`src/rtl/fsr_pkg.sv`:
```
// Constants, register map and carrier types of the fan-speed regulator core.
// Assumes a 25 MHz system clock; the register map is reached over AXI4-Lite.
package fsr_pkg;

    // register byte offsets
    localparam logic [7:0] REG_SPEED = 8'h00;
    localparam logic [7:0] REG_CONFIG = 8'h04;
    localparam logic [7:0] REG_DAC = 8'h08;
    localparam logic [7:0] REG_GPIO_DEF = 8'h0c;
    localparam logic [7:0] REG_GPIO_STATUS = 8'h10;
    localparam logic [7:0] REG_COUNT_TIME = 8'h14;
    localparam logic [7:0] REG_TACH = 8'h18;
    localparam logic [7:0] REG_ALARM_EN = 8'h1c;
    localparam logic [7:0] REG_ALARM_STATUS = 8'h20;
    localparam logic [7:0] REG_DRIVE = 8'h24;

    // reset values
    localparam logic [7:0] RST_SPEED = 8'h00;
    localparam logic [7:0] RST_CONFIG = 8'h00;
    localparam logic [7:0] RST_DAC = 8'h00;
    localparam logic [7:0] RST_GPIO_DEF = 8'hff;
    localparam logic [1:0] RST_COUNT_TIME = 2'h3;

    // field positions
    localparam int ALARM_OVF_BIT = 2;
    localparam int NUM_PINS = 5;
    localparam int NUM_PINS_SINGLE = 2;
    localparam int NUM_PAIR_PINS = 3;

    // drive levels: low code is full fan voltage
    localparam logic [7:0] DRIVE_FULL_ON = 8'h00;
    localparam logic [7:0] DRIVE_FULL_OFF = 8'hff;
    localparam logic [7:0] TACH_MAX = 8'hff;

    // timing: figures in their own units, cycle counts derived
    localparam int CLK_HZ = 25000000;
    localparam int OSC_HZ = 254000;
    localparam int OSC_DIV_CYC = CLK_HZ / OSC_HZ;
    localparam logic [6:0] OSC_PER_BASE_M1 = 7'h7f;
    localparam int COUNT_BASE_MS = 250;
    localparam int COUNT_BASE_CYC = (CLK_HZ / 1000) * COUNT_BASE_MS;

    // axi responses
    localparam logic [1:0] RESP_OKAY = 2'h0;
    localparam logic [1:0] RESP_SLVERR = 2'h2;

    typedef enum logic [1:0] {
        FSR_FULL_ON = 2'b00,
        FSR_FULL_OFF = 2'b01,
        FSR_CLOSED = 2'b10,
        FSR_OPEN = 2'b11
    } fsr_mode_t;

    typedef struct packed {
        logic [1:0] spare;
        fsr_mode_t mode;
        logic fan_12v;
        logic [2:0] prescale;
    } fsr_cfg_t;

    typedef struct packed {
        logic pin_four;
        logic pin_three;
        logic [1:0] pin_two;
        logic [1:0] pin_one;
        logic [1:0] pin_zero;
    } fsr_gpio_def_t;

endpackage : fsr_pkg

```
`src/rtl/fsr_core.sv`:
```
// Fan-speed regulator core: AXI4-Lite registers, reference divider, closed
// loop, tach counter and open-drain general pins.
// Assumes tach and pin levels arrive asynchronously; the pad resolves the
// open-drain wire from general_pin_oe with general_pin_drive held low.
`timescale 1ns/1ps
module fsr_core #(
    parameter int OSC_DIV = fsr_pkg::OSC_DIV_CYC,
    parameter int COUNT_BASE = fsr_pkg::COUNT_BASE_CYC,
    parameter bit MULTI_TACH = 1'b1
) (
    // clock and reset
    input wire logic aclk,
    input wire logic aresetn,
    // axi4-lite write address and data
    input wire logic [7:0] s_axi_awaddr,
    input wire logic s_axi_awvalid,
    output logic s_axi_awready,
    input wire logic [31:0] s_axi_wdata,
    input wire logic [3:0] s_axi_wstrb,
    input wire logic s_axi_wvalid,
    output logic s_axi_wready,
    // axi4-lite write response
    output logic [1:0] s_axi_bresp,
    output logic s_axi_bvalid,
    input wire logic s_axi_bready,
    // axi4-lite read
    input wire logic [7:0] s_axi_araddr,
    input wire logic s_axi_arvalid,
    output logic s_axi_arready,
    output logic [31:0] s_axi_rdata,
    output logic [1:0] s_axi_rresp,
    output logic s_axi_rvalid,
    input wire logic s_axi_rready,
    // fan
    input wire logic primary_tach_input,
    output logic [7:0] fan_drive,
    output logic tach_overflow_alert,
    // general pins, open drain
    input wire logic [4:0] general_pin_level,
    output logic [4:0] general_pin_drive,
    output logic [4:0] general_pin_oe
);

    // registers
    logic [7:0] speed, dac, tach_reg;
    fsr_pkg::fsr_cfg_t cfg;
    fsr_pkg::fsr_gpio_def_t gpio_def;
    logic [1:0] count_time;
    logic alarm_en_ovf, ovf_flag;
    // axi slave state
    logic aw_held, w_held;
    logic [7:0] aw_addr;
    logic [31:0] w_data;
    logic [3:0] w_strb;
    logic wr_fire, wr_lane, wr_hit, rd_fire;
    // synchronisers
    logic [1:0] tach_sync;
    logic tach_prev, tach_rise;
    logic [4:0] pin_meta, pin_sync, pin_present;
    // reference path
    logic [6:0] osc_cnt, base_cnt;
    logic osc_tick, base_tick, ref_tick;
    logic [7:0] ref_cnt;
    // loop
    logic [3:0] pre_cnt, pre_max;
    logic div_edge, div_seen, fast;
    logic [7:0] loop_drive, next_drive;
    // tach counter
    logic [31:0] ivl_cnt, ivl_len;
    logic ivl_end, ovf_set, ovf_clr;
    logic [7:0] tach_cnt, next_tach;

    // ---- axi4-lite slave: one write and one read in flight at most
    assign s_axi_awready = !aw_held && !s_axi_bvalid;
    assign s_axi_wready = !w_held && !s_axi_bvalid;
    assign s_axi_arready = !s_axi_rvalid;
    assign wr_fire = aw_held && w_held && !s_axi_bvalid;
    assign wr_lane = wr_fire && w_strb[0];
    assign rd_fire = s_axi_arvalid && s_axi_arready;
    // the map is dense and aw_addr is word aligned, so one compare covers it
    assign wr_hit = (aw_addr <= fsr_pkg::REG_DRIVE);

    always_ff @(posedge aclk) begin
        if (!aresetn) begin
            aw_held <= 1'b0;
            w_held <= 1'b0;
            aw_addr <= 8'h00;
            w_data <= 32'h0000_0000;
            w_strb <= 4'h0;
        end else begin
            if (s_axi_awvalid && s_axi_awready) begin
                aw_held <= 1'b1;
                aw_addr <= {s_axi_awaddr[7:2], 2'b00};
            end else if (wr_fire) begin
                aw_held <= 1'b0;
            end
            if (s_axi_wvalid && s_axi_wready) begin
                w_held <= 1'b1;
                w_data <= s_axi_wdata;
                w_strb <= s_axi_wstrb;
            end else if (wr_fire) begin
                w_held <= 1'b0;
            end
        end
    end

    always_ff @(posedge aclk) begin
        if (!aresetn) begin
            s_axi_bvalid <= 1'b0;
            s_axi_bresp <= fsr_pkg::RESP_OKAY;
        end else if (wr_fire) begin
            s_axi_bvalid <= 1'b1;
            s_axi_bresp <= wr_hit ? fsr_pkg::RESP_OKAY : fsr_pkg::RESP_SLVERR;
        end else if (s_axi_bready) begin
            s_axi_bvalid <= 1'b0;
        end
    end

    // host-written registers; read-only offsets take the write and ignore it
    always_ff @(posedge aclk) begin
        if (!aresetn) begin
            speed <= fsr_pkg::RST_SPEED;
            cfg <= fsr_pkg::RST_CONFIG;
            dac <= fsr_pkg::RST_DAC;
            gpio_def <= fsr_pkg::RST_GPIO_DEF;
            count_time <= fsr_pkg::RST_COUNT_TIME;
            alarm_en_ovf <= 1'b0;
        end else if (wr_lane) begin
            case (aw_addr)
                fsr_pkg::REG_SPEED: speed <= w_data[7:0];
                fsr_pkg::REG_CONFIG: cfg <= w_data[7:0];
                fsr_pkg::REG_DAC: dac <= w_data[7:0];
                fsr_pkg::REG_GPIO_DEF: gpio_def <= w_data[7:0];
                fsr_pkg::REG_COUNT_TIME: count_time <= w_data[1:0];
                fsr_pkg::REG_ALARM_EN: alarm_en_ovf <= w_data[fsr_pkg::ALARM_OVF_BIT];
                default: ;
            endcase
        end
    end

    always_ff @(posedge aclk) begin
        if (!aresetn) begin
            s_axi_rvalid <= 1'b0;
            s_axi_rdata <= 32'h0000_0000;
            s_axi_rresp <= fsr_pkg::RESP_OKAY;
        end else if (rd_fire) begin
            s_axi_rvalid <= 1'b1;
            s_axi_rresp <= fsr_pkg::RESP_OKAY;
            case ({s_axi_araddr[7:2], 2'b00})
                fsr_pkg::REG_SPEED: s_axi_rdata <= {24'h000000, speed};
                fsr_pkg::REG_CONFIG: s_axi_rdata <= {24'h000000, cfg};
                fsr_pkg::REG_DAC: s_axi_rdata <= {24'h000000, dac};
                fsr_pkg::REG_GPIO_DEF: s_axi_rdata <= {24'h000000, gpio_def};
                fsr_pkg::REG_GPIO_STATUS: s_axi_rdata <= {27'h0000000, pin_sync & pin_present};
                fsr_pkg::REG_COUNT_TIME: s_axi_rdata <= {30'h00000000, count_time};
                fsr_pkg::REG_TACH: s_axi_rdata <= {24'h000000, tach_reg};
                fsr_pkg::REG_ALARM_EN: s_axi_rdata <= {29'h00000000, alarm_en_ovf, 2'b00};
                fsr_pkg::REG_ALARM_STATUS: s_axi_rdata <= {29'h00000000, ovf_flag, 2'b00};
                fsr_pkg::REG_DRIVE: s_axi_rdata <= {24'h000000, fan_drive};
                default: begin
                    s_axi_rdata <= 32'h0000_0000;
                    s_axi_rresp <= fsr_pkg::RESP_SLVERR;
                end
            endcase
        end else if (s_axi_rready) begin
            s_axi_rvalid <= 1'b0;
        end
    end

    // ---- input synchronisers
    always_ff @(posedge aclk) begin
        if (!aresetn) begin
            tach_sync <= 2'b00;
            tach_prev <= 1'b0;
            pin_meta <= 5'h1f;
            pin_sync <= 5'h1f;
        end else begin
            tach_sync <= {tach_sync[0], primary_tach_input};
            tach_prev <= tach_sync[1];
            pin_meta <= general_pin_level;
            pin_sync <= pin_meta;
        end
    end

    assign tach_rise = tach_sync[1] && !tach_prev;

    // ---- reference: oscillator tick, /128 base tick, /(speed+1) reference
    assign osc_tick = (osc_cnt == 7'(OSC_DIV - 1));
    assign base_tick = osc_tick && (base_cnt == fsr_pkg::OSC_PER_BASE_M1);
    assign ref_tick = base_tick && (ref_cnt >= speed);

    always_ff @(posedge aclk) begin
        if (!aresetn) begin
            osc_cnt <= 7'h00;
            base_cnt <= 7'h00;
        end else begin
            osc_cnt <= osc_tick ? 7'h00 : osc_cnt + 7'h01;
            if (osc_tick) begin
                base_cnt <= base_cnt + 7'h01; // wraps after 128 ticks
            end
        end
    end

    // a setpoint lowered below the running count ends the period at the next base tick
    always_ff @(posedge aclk) begin
        if (!aresetn) begin
            ref_cnt <= 8'h00;
        end else if (ref_tick) begin
            ref_cnt <= 8'h00;
        end else if (base_tick) begin
            ref_cnt <= ref_cnt + 8'h01;
        end
    end

    // ---- tach prescaler, only in the loop path
    always_comb begin
        case (cfg.prescale)
            3'h0: pre_max = 4'h0;
            3'h1: pre_max = 4'h1;
            3'h2: pre_max = 4'h3;
            3'h3: pre_max = 4'h7;
            default: pre_max = 4'hf;
        endcase
    end

    assign div_edge = tach_rise && (pre_cnt >= pre_max);

    always_ff @(posedge aclk) begin
        if (!aresetn) begin
            pre_cnt <= 4'h0;
        end else if (div_edge) begin
            pre_cnt <= 4'h0;
        end else if (tach_rise) begin
            pre_cnt <= pre_cnt + 4'h1;
        end
    end

    // an edge in the comparison cycle counts for the period it ends
    assign fast = div_seen || div_edge;

    always_ff @(posedge aclk) begin
        if (!aresetn) begin
            div_seen <= 1'b0;
        end else begin
            div_seen <= !ref_tick && fast;
        end
    end

    // ---- closed loop: raising drive means lowering the code
    always_ff @(posedge aclk) begin
        if (!aresetn) begin
            loop_drive <= fsr_pkg::DRIVE_FULL_ON;
        end else if (cfg.mode != fsr_pkg::FSR_CLOSED) begin
            // tracking keeps the handover into closed loop bumpless
            loop_drive <= fan_drive;
        end else if (ref_tick) begin
            if (!fast && loop_drive != 8'h00) begin
                loop_drive <= loop_drive - 8'h01;
            end else if (fast && loop_drive != 8'hff) begin
                loop_drive <= loop_drive + 8'h01;
            end
        end
    end

    always_comb begin
        case (cfg.mode)
            fsr_pkg::FSR_FULL_ON: next_drive = fsr_pkg::DRIVE_FULL_ON;
            fsr_pkg::FSR_FULL_OFF: next_drive = fsr_pkg::DRIVE_FULL_OFF;
            fsr_pkg::FSR_CLOSED: next_drive = loop_drive;
            fsr_pkg::FSR_OPEN: next_drive = dac;
            default: next_drive = fsr_pkg::DRIVE_FULL_ON;
        endcase
    end

    always_ff @(posedge aclk) begin
        if (!aresetn) begin
            fan_drive <= fsr_pkg::DRIVE_FULL_ON;
        end else begin
            fan_drive <= next_drive;
        end
    end

    // ---- tach pulse counter over a programmable interval
    assign ivl_len = 32'(COUNT_BASE) << count_time;
    assign ivl_end = (ivl_cnt >= ivl_len - 32'h1);
    assign next_tach = (tach_rise && tach_cnt != fsr_pkg::TACH_MAX) ?
        tach_cnt + 8'h01 : tach_cnt;

    always_ff @(posedge aclk) begin
        if (!aresetn) begin
            ivl_cnt <= 32'h0000_0000;
            tach_cnt <= 8'h00;
            tach_reg <= 8'h00;
        end else if (ivl_end) begin
            ivl_cnt <= 32'h0000_0000;
            tach_cnt <= 8'h00;
            tach_reg <= next_tach;
        end else begin
            ivl_cnt <= ivl_cnt + 32'h1;
            tach_cnt <= next_tach;
        end
    end

    // sticky overflow, cleared by writing one; a new overflow beats the clear
    assign ovf_set = (next_tach == fsr_pkg::TACH_MAX) && tach_rise;
    assign ovf_clr = wr_lane && (aw_addr == fsr_pkg::REG_ALARM_STATUS) &&
        w_data[fsr_pkg::ALARM_OVF_BIT];

    always_ff @(posedge aclk) begin
        if (!aresetn) begin
            ovf_flag <= 1'b0;
            tach_overflow_alert <= 1'b0;
        end else begin
            ovf_flag <= ovf_set || (ovf_flag && !ovf_clr);
            tach_overflow_alert <= ovf_flag && alarm_en_ovf;
        end
    end

    // ---- open-drain general pins: pins 0-2 two-bit codes, 3-4 one bit
    assign general_pin_drive = 5'h00;

    for (genvar i = 0; i < fsr_pkg::NUM_PINS; i++) begin : g_pin
        logic low;
        assign pin_present[i] = MULTI_TACH || (i < fsr_pkg::NUM_PINS_SINGLE);
        if (i < fsr_pkg::NUM_PAIR_PINS) begin : g_pair
            assign low = (gpio_def[2*i+1 -: 2] == 2'b10);
        end else begin : g_single
            assign low = !gpio_def[fsr_pkg::NUM_PAIR_PINS + i];
        end
        always_ff @(posedge aclk) begin
            if (!aresetn) begin
                general_pin_oe[i] <= 1'b0;
            end else begin
                general_pin_oe[i] <= low && pin_present[i];
            end
        end
    end
endmodule : fsr_core

```
`config.mk`:
```
export PLATFORM = sky130hd
export DESIGN_NAME = fsr_core
export DESIGN_NICKNAME = d
export VERILOG_FILES = /design/src/rtl/fsr_pkg.sv /design/src/rtl/fsr_core.sv
export SDC_FILE = /design/constraint.sdc
export NUM_CORES = 1
export LEC_CHECK = 0
export ABC_AREA = 0
export BUFFER_PORTS_ARGS = -buffer_cell sky130_fd_sc_hd__buf_4
export CORE_ASPECT_RATIO = 1.25
export CORE_MARGIN = 3
export CORE_UTILIZATION = 37
export CTS_CLUSTER_SIZE = 10
export DETAILED_ROUTE_END_ITERATION = 10
export GPL_TIMING_DRIVEN = 0
export SLEW_MARGIN = 20
export SYNTH_ARGS = -nofsm -noshare
export SYNTH_HDL_FRONTEND = slang
export SYNTH_SLANG_ARGS = --single-unit
```
`constraint.sdc`:
```
create_clock -name aclk -period 3.6 [get_ports aclk]
set_input_delay 0.72 -clock aclk [delete_from_list [all_inputs] [get_ports aclk]]
set_output_delay 0.72 -clock aclk [all_outputs]
set_load 0.05 [all_outputs]
```
==> reports/qor.yml, run 1 <==
worst_setup_path:
  crit_required_ns: 3.92
  cp-start-kind: "register"
  rrSetupSlack_ns: 0.19
  timing.rr.end: "loop_drive[6]"
  worstReg2RegStart: "cfg[2]"
  endpoint_kind: "register"
  path_buf_inv: 1
  critPathKind: "reg -> reg"
  slowest_stage: "or3_1"
  worstPathArrival_ns: 3.73
  cp_slowest_stage_delay_ns: 0.40
  r2r_cells: 14
  critPathMaxFanout: 6
  cp-startpoint: "cfg[2]"
  path_delay_family: "compound AO/OA/AOI/OAI gates"
  cp_cell_sequence: "or3_1 > ha_1 > nor3b_2 > o21ai_1 > a21oi_2 > o21ai_1 > inv_2 > ha_1 > o21ai_0 > a21oi_1 > o21a_1 > or3_1 > a211oi_2 > a211oi_2"
  path_depth: 14
  critPathCapture: "loop_drive[6]"
pwr:
  p_total_mw: 4.18
  power.density_nw_per_um2: 406
  power.internal_mw: 3.13
  pwr-share-clk: 0.445
  switching_power_mw: 1.04
  p_leak_nw: 4.27
  seqPwrFrac: 0.479
  power_switching_share: 0.249
  p_comb_frac: 0.075
  irDropWorstVdd_v: 0.000314
logic_synthesis:
  synth_enable_flop_cells: 0
  avgSynthCellArea_um2: 8.84
  ys_ff_latch: 175
  syn_area_um2: 8710
  synth_warnings: 0
  synth-async-reset-ratio: 0
  postSynthCellCount: 985
  synth-seq-area-share: 0.402
  synth.distinct_cells: 72
  ys.flop_type: "dfxtp_1"
routing:
  post-route-drc-count: 0
  wl_um: 22400
  route.vias.total: 7177
  viasPerCell: 5.12
  ant_nets: 0
  drt_iter0_drc: 380
  wl_per_cell_um: 16.0
  drtPass1Iterations: 5
global_routing:
  overflow: 0
  grt_util_met3: 0.0307
  grt_max_degree: 17
  gr-usage-met1: 0.202
  grt_pass1_wl_um: 35600
  grtUsageTotal: 0.177
  antenna_found_initial: 0
  grt_pass1_vias: 6975
  busiest_layer: "met2"
  use_met2: 0.326
clock_tree:
  cts.sinks: 175
  cts_buffer_depth: 2
  postCtsHoldBufs: 0
  cts_buffers: 17
  clk_latency_ns: 0.43
  cts_htree_levels: 4
  cts_tree: "built"
  path_clk_slew_ns: 0.07
  cts_root_buffer: "clkbuf_16"
timing:
  setup_ws_ns: 0.188
  setup_viol: 0
  tightest_slew_ns: 0.856
  hold_violations: 0
  fin_crit_ns: 3.41
  max_freq_mhz: 293
  skew_ns: 0.0136
  hold_ws_ns: 0.407
  max-slew-margin-rel: 0.427
  layout_worst_path_cycle_share: 0.948
  drv_slew: 0
placed_design:
  place_hpwl_um: 17300
  place_congestion: 0.904
  io_buffers: 62
  post_dp_cell_area_um2: 9680
  pre_cts_ws_ns: -0.130
die:
  io_pins: 125
  fp.dieArea_um2: 25400
  coreArea_um2: 23000
  start_util: 0.378
  die_w_um: 143
  placementRows: 62
  die_y_um: 178
finish:
  finish.instance_area_um2: 10300
  antenna_cells: 0
  drive_gt1_frac: 0.141
  largest-register: "ivl_cnt"
  n_fill_cell: 2288
  fin_util: 0.446
  largest_register_ffs: 32
  syn_to_final_growth_pct: 18.0
  fin_nets: 1222
flow_run:
  maxCapViolCount: 0
outcome:
  outcome: "completed"
hold_path:
  worstHoldPathType: "reg -> reg"
[layout make-up]
class	instances	area, um^2	area share
clock buffers	20	457	0.0444
repair buffers	63	473	0.0460
clock inverters	10	126	0.0123
well taps	288	360	0.0351
plain buffers	64	377	0.0367
inverters	30	113	0.0110
multi-input cells	753	4870	0.474
flip-flops and latches	175	3500	0.341
[kinds of logic after synthesis]
kind of cell,after synthesis,share of synthesized area
simple gates,396,0.232
flops,175,0.402
compound gates,157,0.115
buf+inv,94,0.0562
xor+xnor,58,0.0583
fa+ha+maj,53,0.0770
mux,50,0.0577
other cells,2,0.000862
[how the worst min path moves through the flow]
stage / startpoint / depth (start not counted) / slack (ns) / to
after floorplan: pin_meta[0] / 1 / 0.39 / pin_sync[0]
after global placement: pin_meta[4] / 1 / 0.39 / pin_sync[4]
after detailed placement: pin_meta[0] / 1 / 0.39 / pin_sync[0]
after CTS: pin_meta[2] / 1 / 0.41 / pin_sync[2]
after global routing: pin_meta[1] / 1 / 0.43 / pin_sync[1]
final: pin_meta[1] / 1 / 0.41 / pin_sync[1]
[synthesized netlist by cell type, drive strengths merged, types with 3 or more instances]
master	n	share of area
nor3b	10	0.010
o211ai	4	0.0034
inv	30	0.013
a31oi	9	0.0065
a222oi	4	0.0046
a22oi	18	0.016
nor3	26	0.018
and2	7	0.0050
nor4	4	0.0046
o21ai	31	0.018
buf	43	0.034
and4	7	0.0070
or2	3	0.0022
xor2	27	0.027
clkbuf	21	0.0090
nor2	138	0.059
nand2	73	0.031
nand3	36	0.021
a21oi	55	0.032
o21a	4	0.0043
and3	20	0.014
nor2b	10	0.0072
ha	52	0.075
or3	3	0.0022
dfxtp	175	0.40
a21o	6	0.0052
mux2i	48	0.055
nand4	22	0.017
or4	7	0.0069
xnor2	31	0.031
a211oi	8	0.0080
nand2b	21	0.015
[routing by layer]
metal	share of wire	vias up	wire length, um
li1	-	3636	-
met1	0.42	3367	9370
met2	0.52	132	11800
met3	0.030	42	665
met4	0.028	0	635
met5	0	-	0
[power groups by stage]
stage	Sequential, mW	Combinational (mW)	Clock, mW
final	2.00	0.314	1.86
after global routing	2.01	0.341	1.96
after CTS	2.00	0.315	1.89
after detailed placement	2.05	0.314	0
after global placement	2.04	0.312	0
after floorplan	2.04	0.220	0
[stage by stage]
stage          std cells  TNS [ns]
2_1_floorplan       1022         0
4_1_cts             1402         0
3_3_place_gp        1372    -0.124
6_report            1403         0
3_5_place_dp        1372    -0.224
5_1_grt             1403   -0.0138
[worst reg2reg max path, stage by stage, from the launching register on]
cell and delay [ns]:
dfxtp_1 0.38, or3_1 0.40, ha_1 0.29, nor3b_2 0.21, o21ai_1 0.15, a21oi_2 0.19
o21ai_1 0.14, inv_2 0.14, ha_1 0.28, o21ai_0 0.18, a21oi_1 0.07, o21a_1 0.18
or3_1 0.32, a211oi_2 0.27, a211oi_2 0.07
[cells in the final DEF, fill, tap and decap left out, types with 31 or more instances in the layout]
cell	count
a21oi_1	54
buf_4	95
conb_1	39
dfxtp_1	175
ha_1	52
mux2i_1	48
nand2_1	73
nand3_1	36
nor2_1	138
xnor2_1	31
[repair_timing]
item / in CTS / in global routing
pin swaps: 0 / 2
setup endpoints to repair: 2 / 3
setup buffers: 0 / 1
gates resized for setup: 3 / 1
Power figures use the tool's default switching activity.
==> inputs of run 2 (changes only) <==
--- a/config.mk
+++ b/config.mk
@@ -7,7 +7,6 @@
 export LEC_CHECK = 0
 export ABC_AREA = 0
 export BUFFER_PORTS_ARGS = -buffer_cell sky130_fd_sc_hd__buf_4
-export CORE_ASPECT_RATIO = 1.25
 export CORE_MARGIN = 3
 export CORE_UTILIZATION = 37
 export CTS_CLUSTER_SIZE = 10
==> constraint.sdc (replaced) <==
create_clock -name aclk -period 3.05 [get_ports aclk]
set_input_delay 0.61 -clock aclk [delete_from_list [all_inputs] [get_ports aclk]]
set_output_delay 0.61 -clock aclk [all_outputs]
set_load 0.05 [all_outputs]
==> run 2 against run 1 <==
Combinational power is 19% higher. Register-to-register slack worse by 0.15 ns. Clock power is 28% higher. Utilization is 1.5 points higher. Non-clock buffer count is 5 higher. Critical path depth stayed put. Critical path type unchanged. Largest cell class unchanged. Highest routed layer is now met5.
==> reports/qor.yml, run 2 (synthesis results as in run 1) <==
worst_setup_path:
  endpoint_kind: "register"
  timing.rr.end: "loop_drive[6]"
  worstReg2RegStart: "cfg[0]"
  rrSetupSlack_ns: 0.04  # -0.15 ns
  critPathCapture: "loop_drive[6]"
  critPathKind: "reg -> reg"
  worstPathArrival_ns: 3.34  # -0.39 ns
  critPathMaxFanout: 5  # -1
  crit_required_ns: 3.38  # -0.54 ns
  cp-startpoint: "cfg[0]"
  cp-start-kind: "register"
  r2r_cells: 14  # unchanged
timing:
  hold_violations: 0  # unchanged
  layout_worst_path_cycle_share: 0.987  # +0.0389
  hold_ws_ns: 0.351  # -0.0559 ns
  fin_crit_ns: 3.01  # -0.403 ns
  setup_viol: 0  # unchanged
  max-slew-margin-rel: 0.434  # +0.00745
  drv_slew: 0  # unchanged
  rsz0062_at_grt: "true"
  tightest_slew_ns: 0.841  # -0.0149 ns
  max_freq_mhz: 332  # +13%
  skew_ns: 0.0118  # -0.00178 ns
routing:
  drtPass1Iterations: 7  # +2
  wl_um: 22800  # +1.7%
  drt_iter0_drc: 486  # +28%
  viasPerCell: 5.10  # -0.25%
  ant_nets: 0  # unchanged
  post-route-drc-count: 0  # unchanged
  route.vias.total: 7322  # +2.0%
  wl_per_cell_um: 15.9  # -0.55%
global_routing:
  grtUsageTotal: 0.178  # +0.00117
  grt_pass1_wl_um: 36700  # +3.3%
  antenna_found_initial: 1  # +1
  grt_max_degree: 17  # unchanged
  overflow: 0  # unchanged
  grt_pass1_vias: 6885  # -1.3%
die:
  die_y_um: 159  # -10%
  die_w_um: 159  # +11%
  coreArea_um2: 22900  # -0.54%
  start_util: 0.380  # +0.00204
  io_pins: 125  # unchanged
  placementRows: 55  # -11%
  fp.dieArea_um2: 25400  # about the same
placed_design:
  place_hpwl_um: 16800  # -2.8%
  place_congestion: 0.860  # -4.8%
  io_buffers: 62  # unchanged
flow_run:
  maxCapViolCount: 0  # unchanged
clock_tree:
  cts.sinks: 175  # unchanged
  cts_buffer_depth: 2  # unchanged
  cts_tree: "built"
  cts_htree_levels: 4  # unchanged
  cts_buffers: 17  # unchanged
  clk_latency_ns: 0.44  # about the same
  postCtsHoldBufs: 0  # unchanged
  cts_root_buffer: "clkbuf_16"
  path_clk_slew_ns: 0.07  # about the same
finish:
  n_fill_cell: 2243  # -2.0%
  syn_to_final_growth_pct: 21.2
  largest_register_ffs: 32  # unchanged
  regArea_um2: 3510  # +0.18%
  fin_nets: 1227  # +0.41%
  layout_common_cells: "dfxtp_1, nor2_1, buf_4, nand2_1, a21oi_1"
  fin_util: 0.461  # +0.0149
  largest-register: "ivl_cnt"
  drive_gt1_frac: 0.164  # +0.0232
  layout_commonest_cell: "dfxtp_1"
  multi_input_area_um2: 5010  # +3.0%
  antenna_cells: 0  # unchanged
hold_path:
  worstHoldPathType: "in -> reg"
pwr:
  p_leak_nw: 4.31  # +1.1%
  irDropWorstVdd_v: 0.000304  # -3.0%
  power.density_nw_per_um2: 485  # +19%
outcome:
  outcome: "completed"
-- run 2: changes by cell type in the layout (fill, tap and decap cells not counted), sizes merged --
cell and change:
buf +5, bufinv +2, clkinv -1, clkinvlp -2, inv +3
-- run 2: how the worst min path moves through the flow --
stage | to | depth (start not counted) | start
2_1_floorplan | pin_sync[0] | 1 | pin_meta[0]
3_3_place_gp | pin_sync[4] | 1 | pin_meta[4]
3_5_place_dp | pin_sync[3] | 1 | pin_meta[3]
4_1_cts | s_axi_rvalid | 2 | s_axi_rready
5_1_grt | pin_meta[4] | 2 | general_pin_level[4]
6_report | pin_meta[2] | 2 | general_pin_level[2]
-- run 2: repair_timing --
item                       4_1_cts  5_1_grt
buffers inserted                 4        2
pin swaps                        9        8
gates resized for setup         13       14
hold endpoints to repair         0        0
setup endpoints to repair        3       43
-- run 2: routing by layer --
layer,global-route usage,routed length (um),vias up
li1,-,-,3652
met1,0.252,11200,3424
met2,0.278,9820,207
met3,0.0317,1370,37
met4,0.0525,404,2
met5,0,13,-
-- run 2: per-stage QoR --
step	instance area [um^2]	setup WS [ns]	TNS, ns	instances	power [mW]
after floorplan	8860	0.0169	0	1022	2.67
after global placement	9720	-0.224	-0.493	1397	2.78
after detailed placement	9720	-0.231	-0.535	1397	2.79
after CTS	10500	-0.0101	-0.0151	1433	5.17
after global routing	10600	-0.0751	-0.0971	1435	5.29
final	10600	0.0409	0	1435	5.12
-- run 2: report_power, final --
group / switching, mW / internal [mW] / total [mW]
logic: 0.250 / 0.125 / 0.375
registers: 0.0425 / 2.32 / 2.36
clock network: 0.969 / 1.42 / 2.39
total: 1.26 / 3.86 / 5.12
-- run 2: critical path, cell delays in order (launching register included) --
cell and delay, ns:
dfxtp_1 0.37, or3_4 0.40, ha_4 0.23, nor3b_4 0.19, o21ai_2 0.09, a21oi_2 0.17
o21ai_2 0.11, inv_4 0.13, ha_4 0.23, o21ai_2 0.15, a21oi_2 0.06, o21a_1 0.18
or3_1 0.33, a211oi_2 0.21, a211oi_2 0.06
-- run 2: cell type report --
cell class	instances	share of cell area
Multi-Input combinational cell	753	0.474
Clock buffer	20	0.0423
Buffer	64	0.0357
Timing Repair Buffer	68	0.0490
Tap cell	313	0.0371
Clock inverter	12	0.0182
Inverter	30	0.0109
Sequential cell	175	0.332
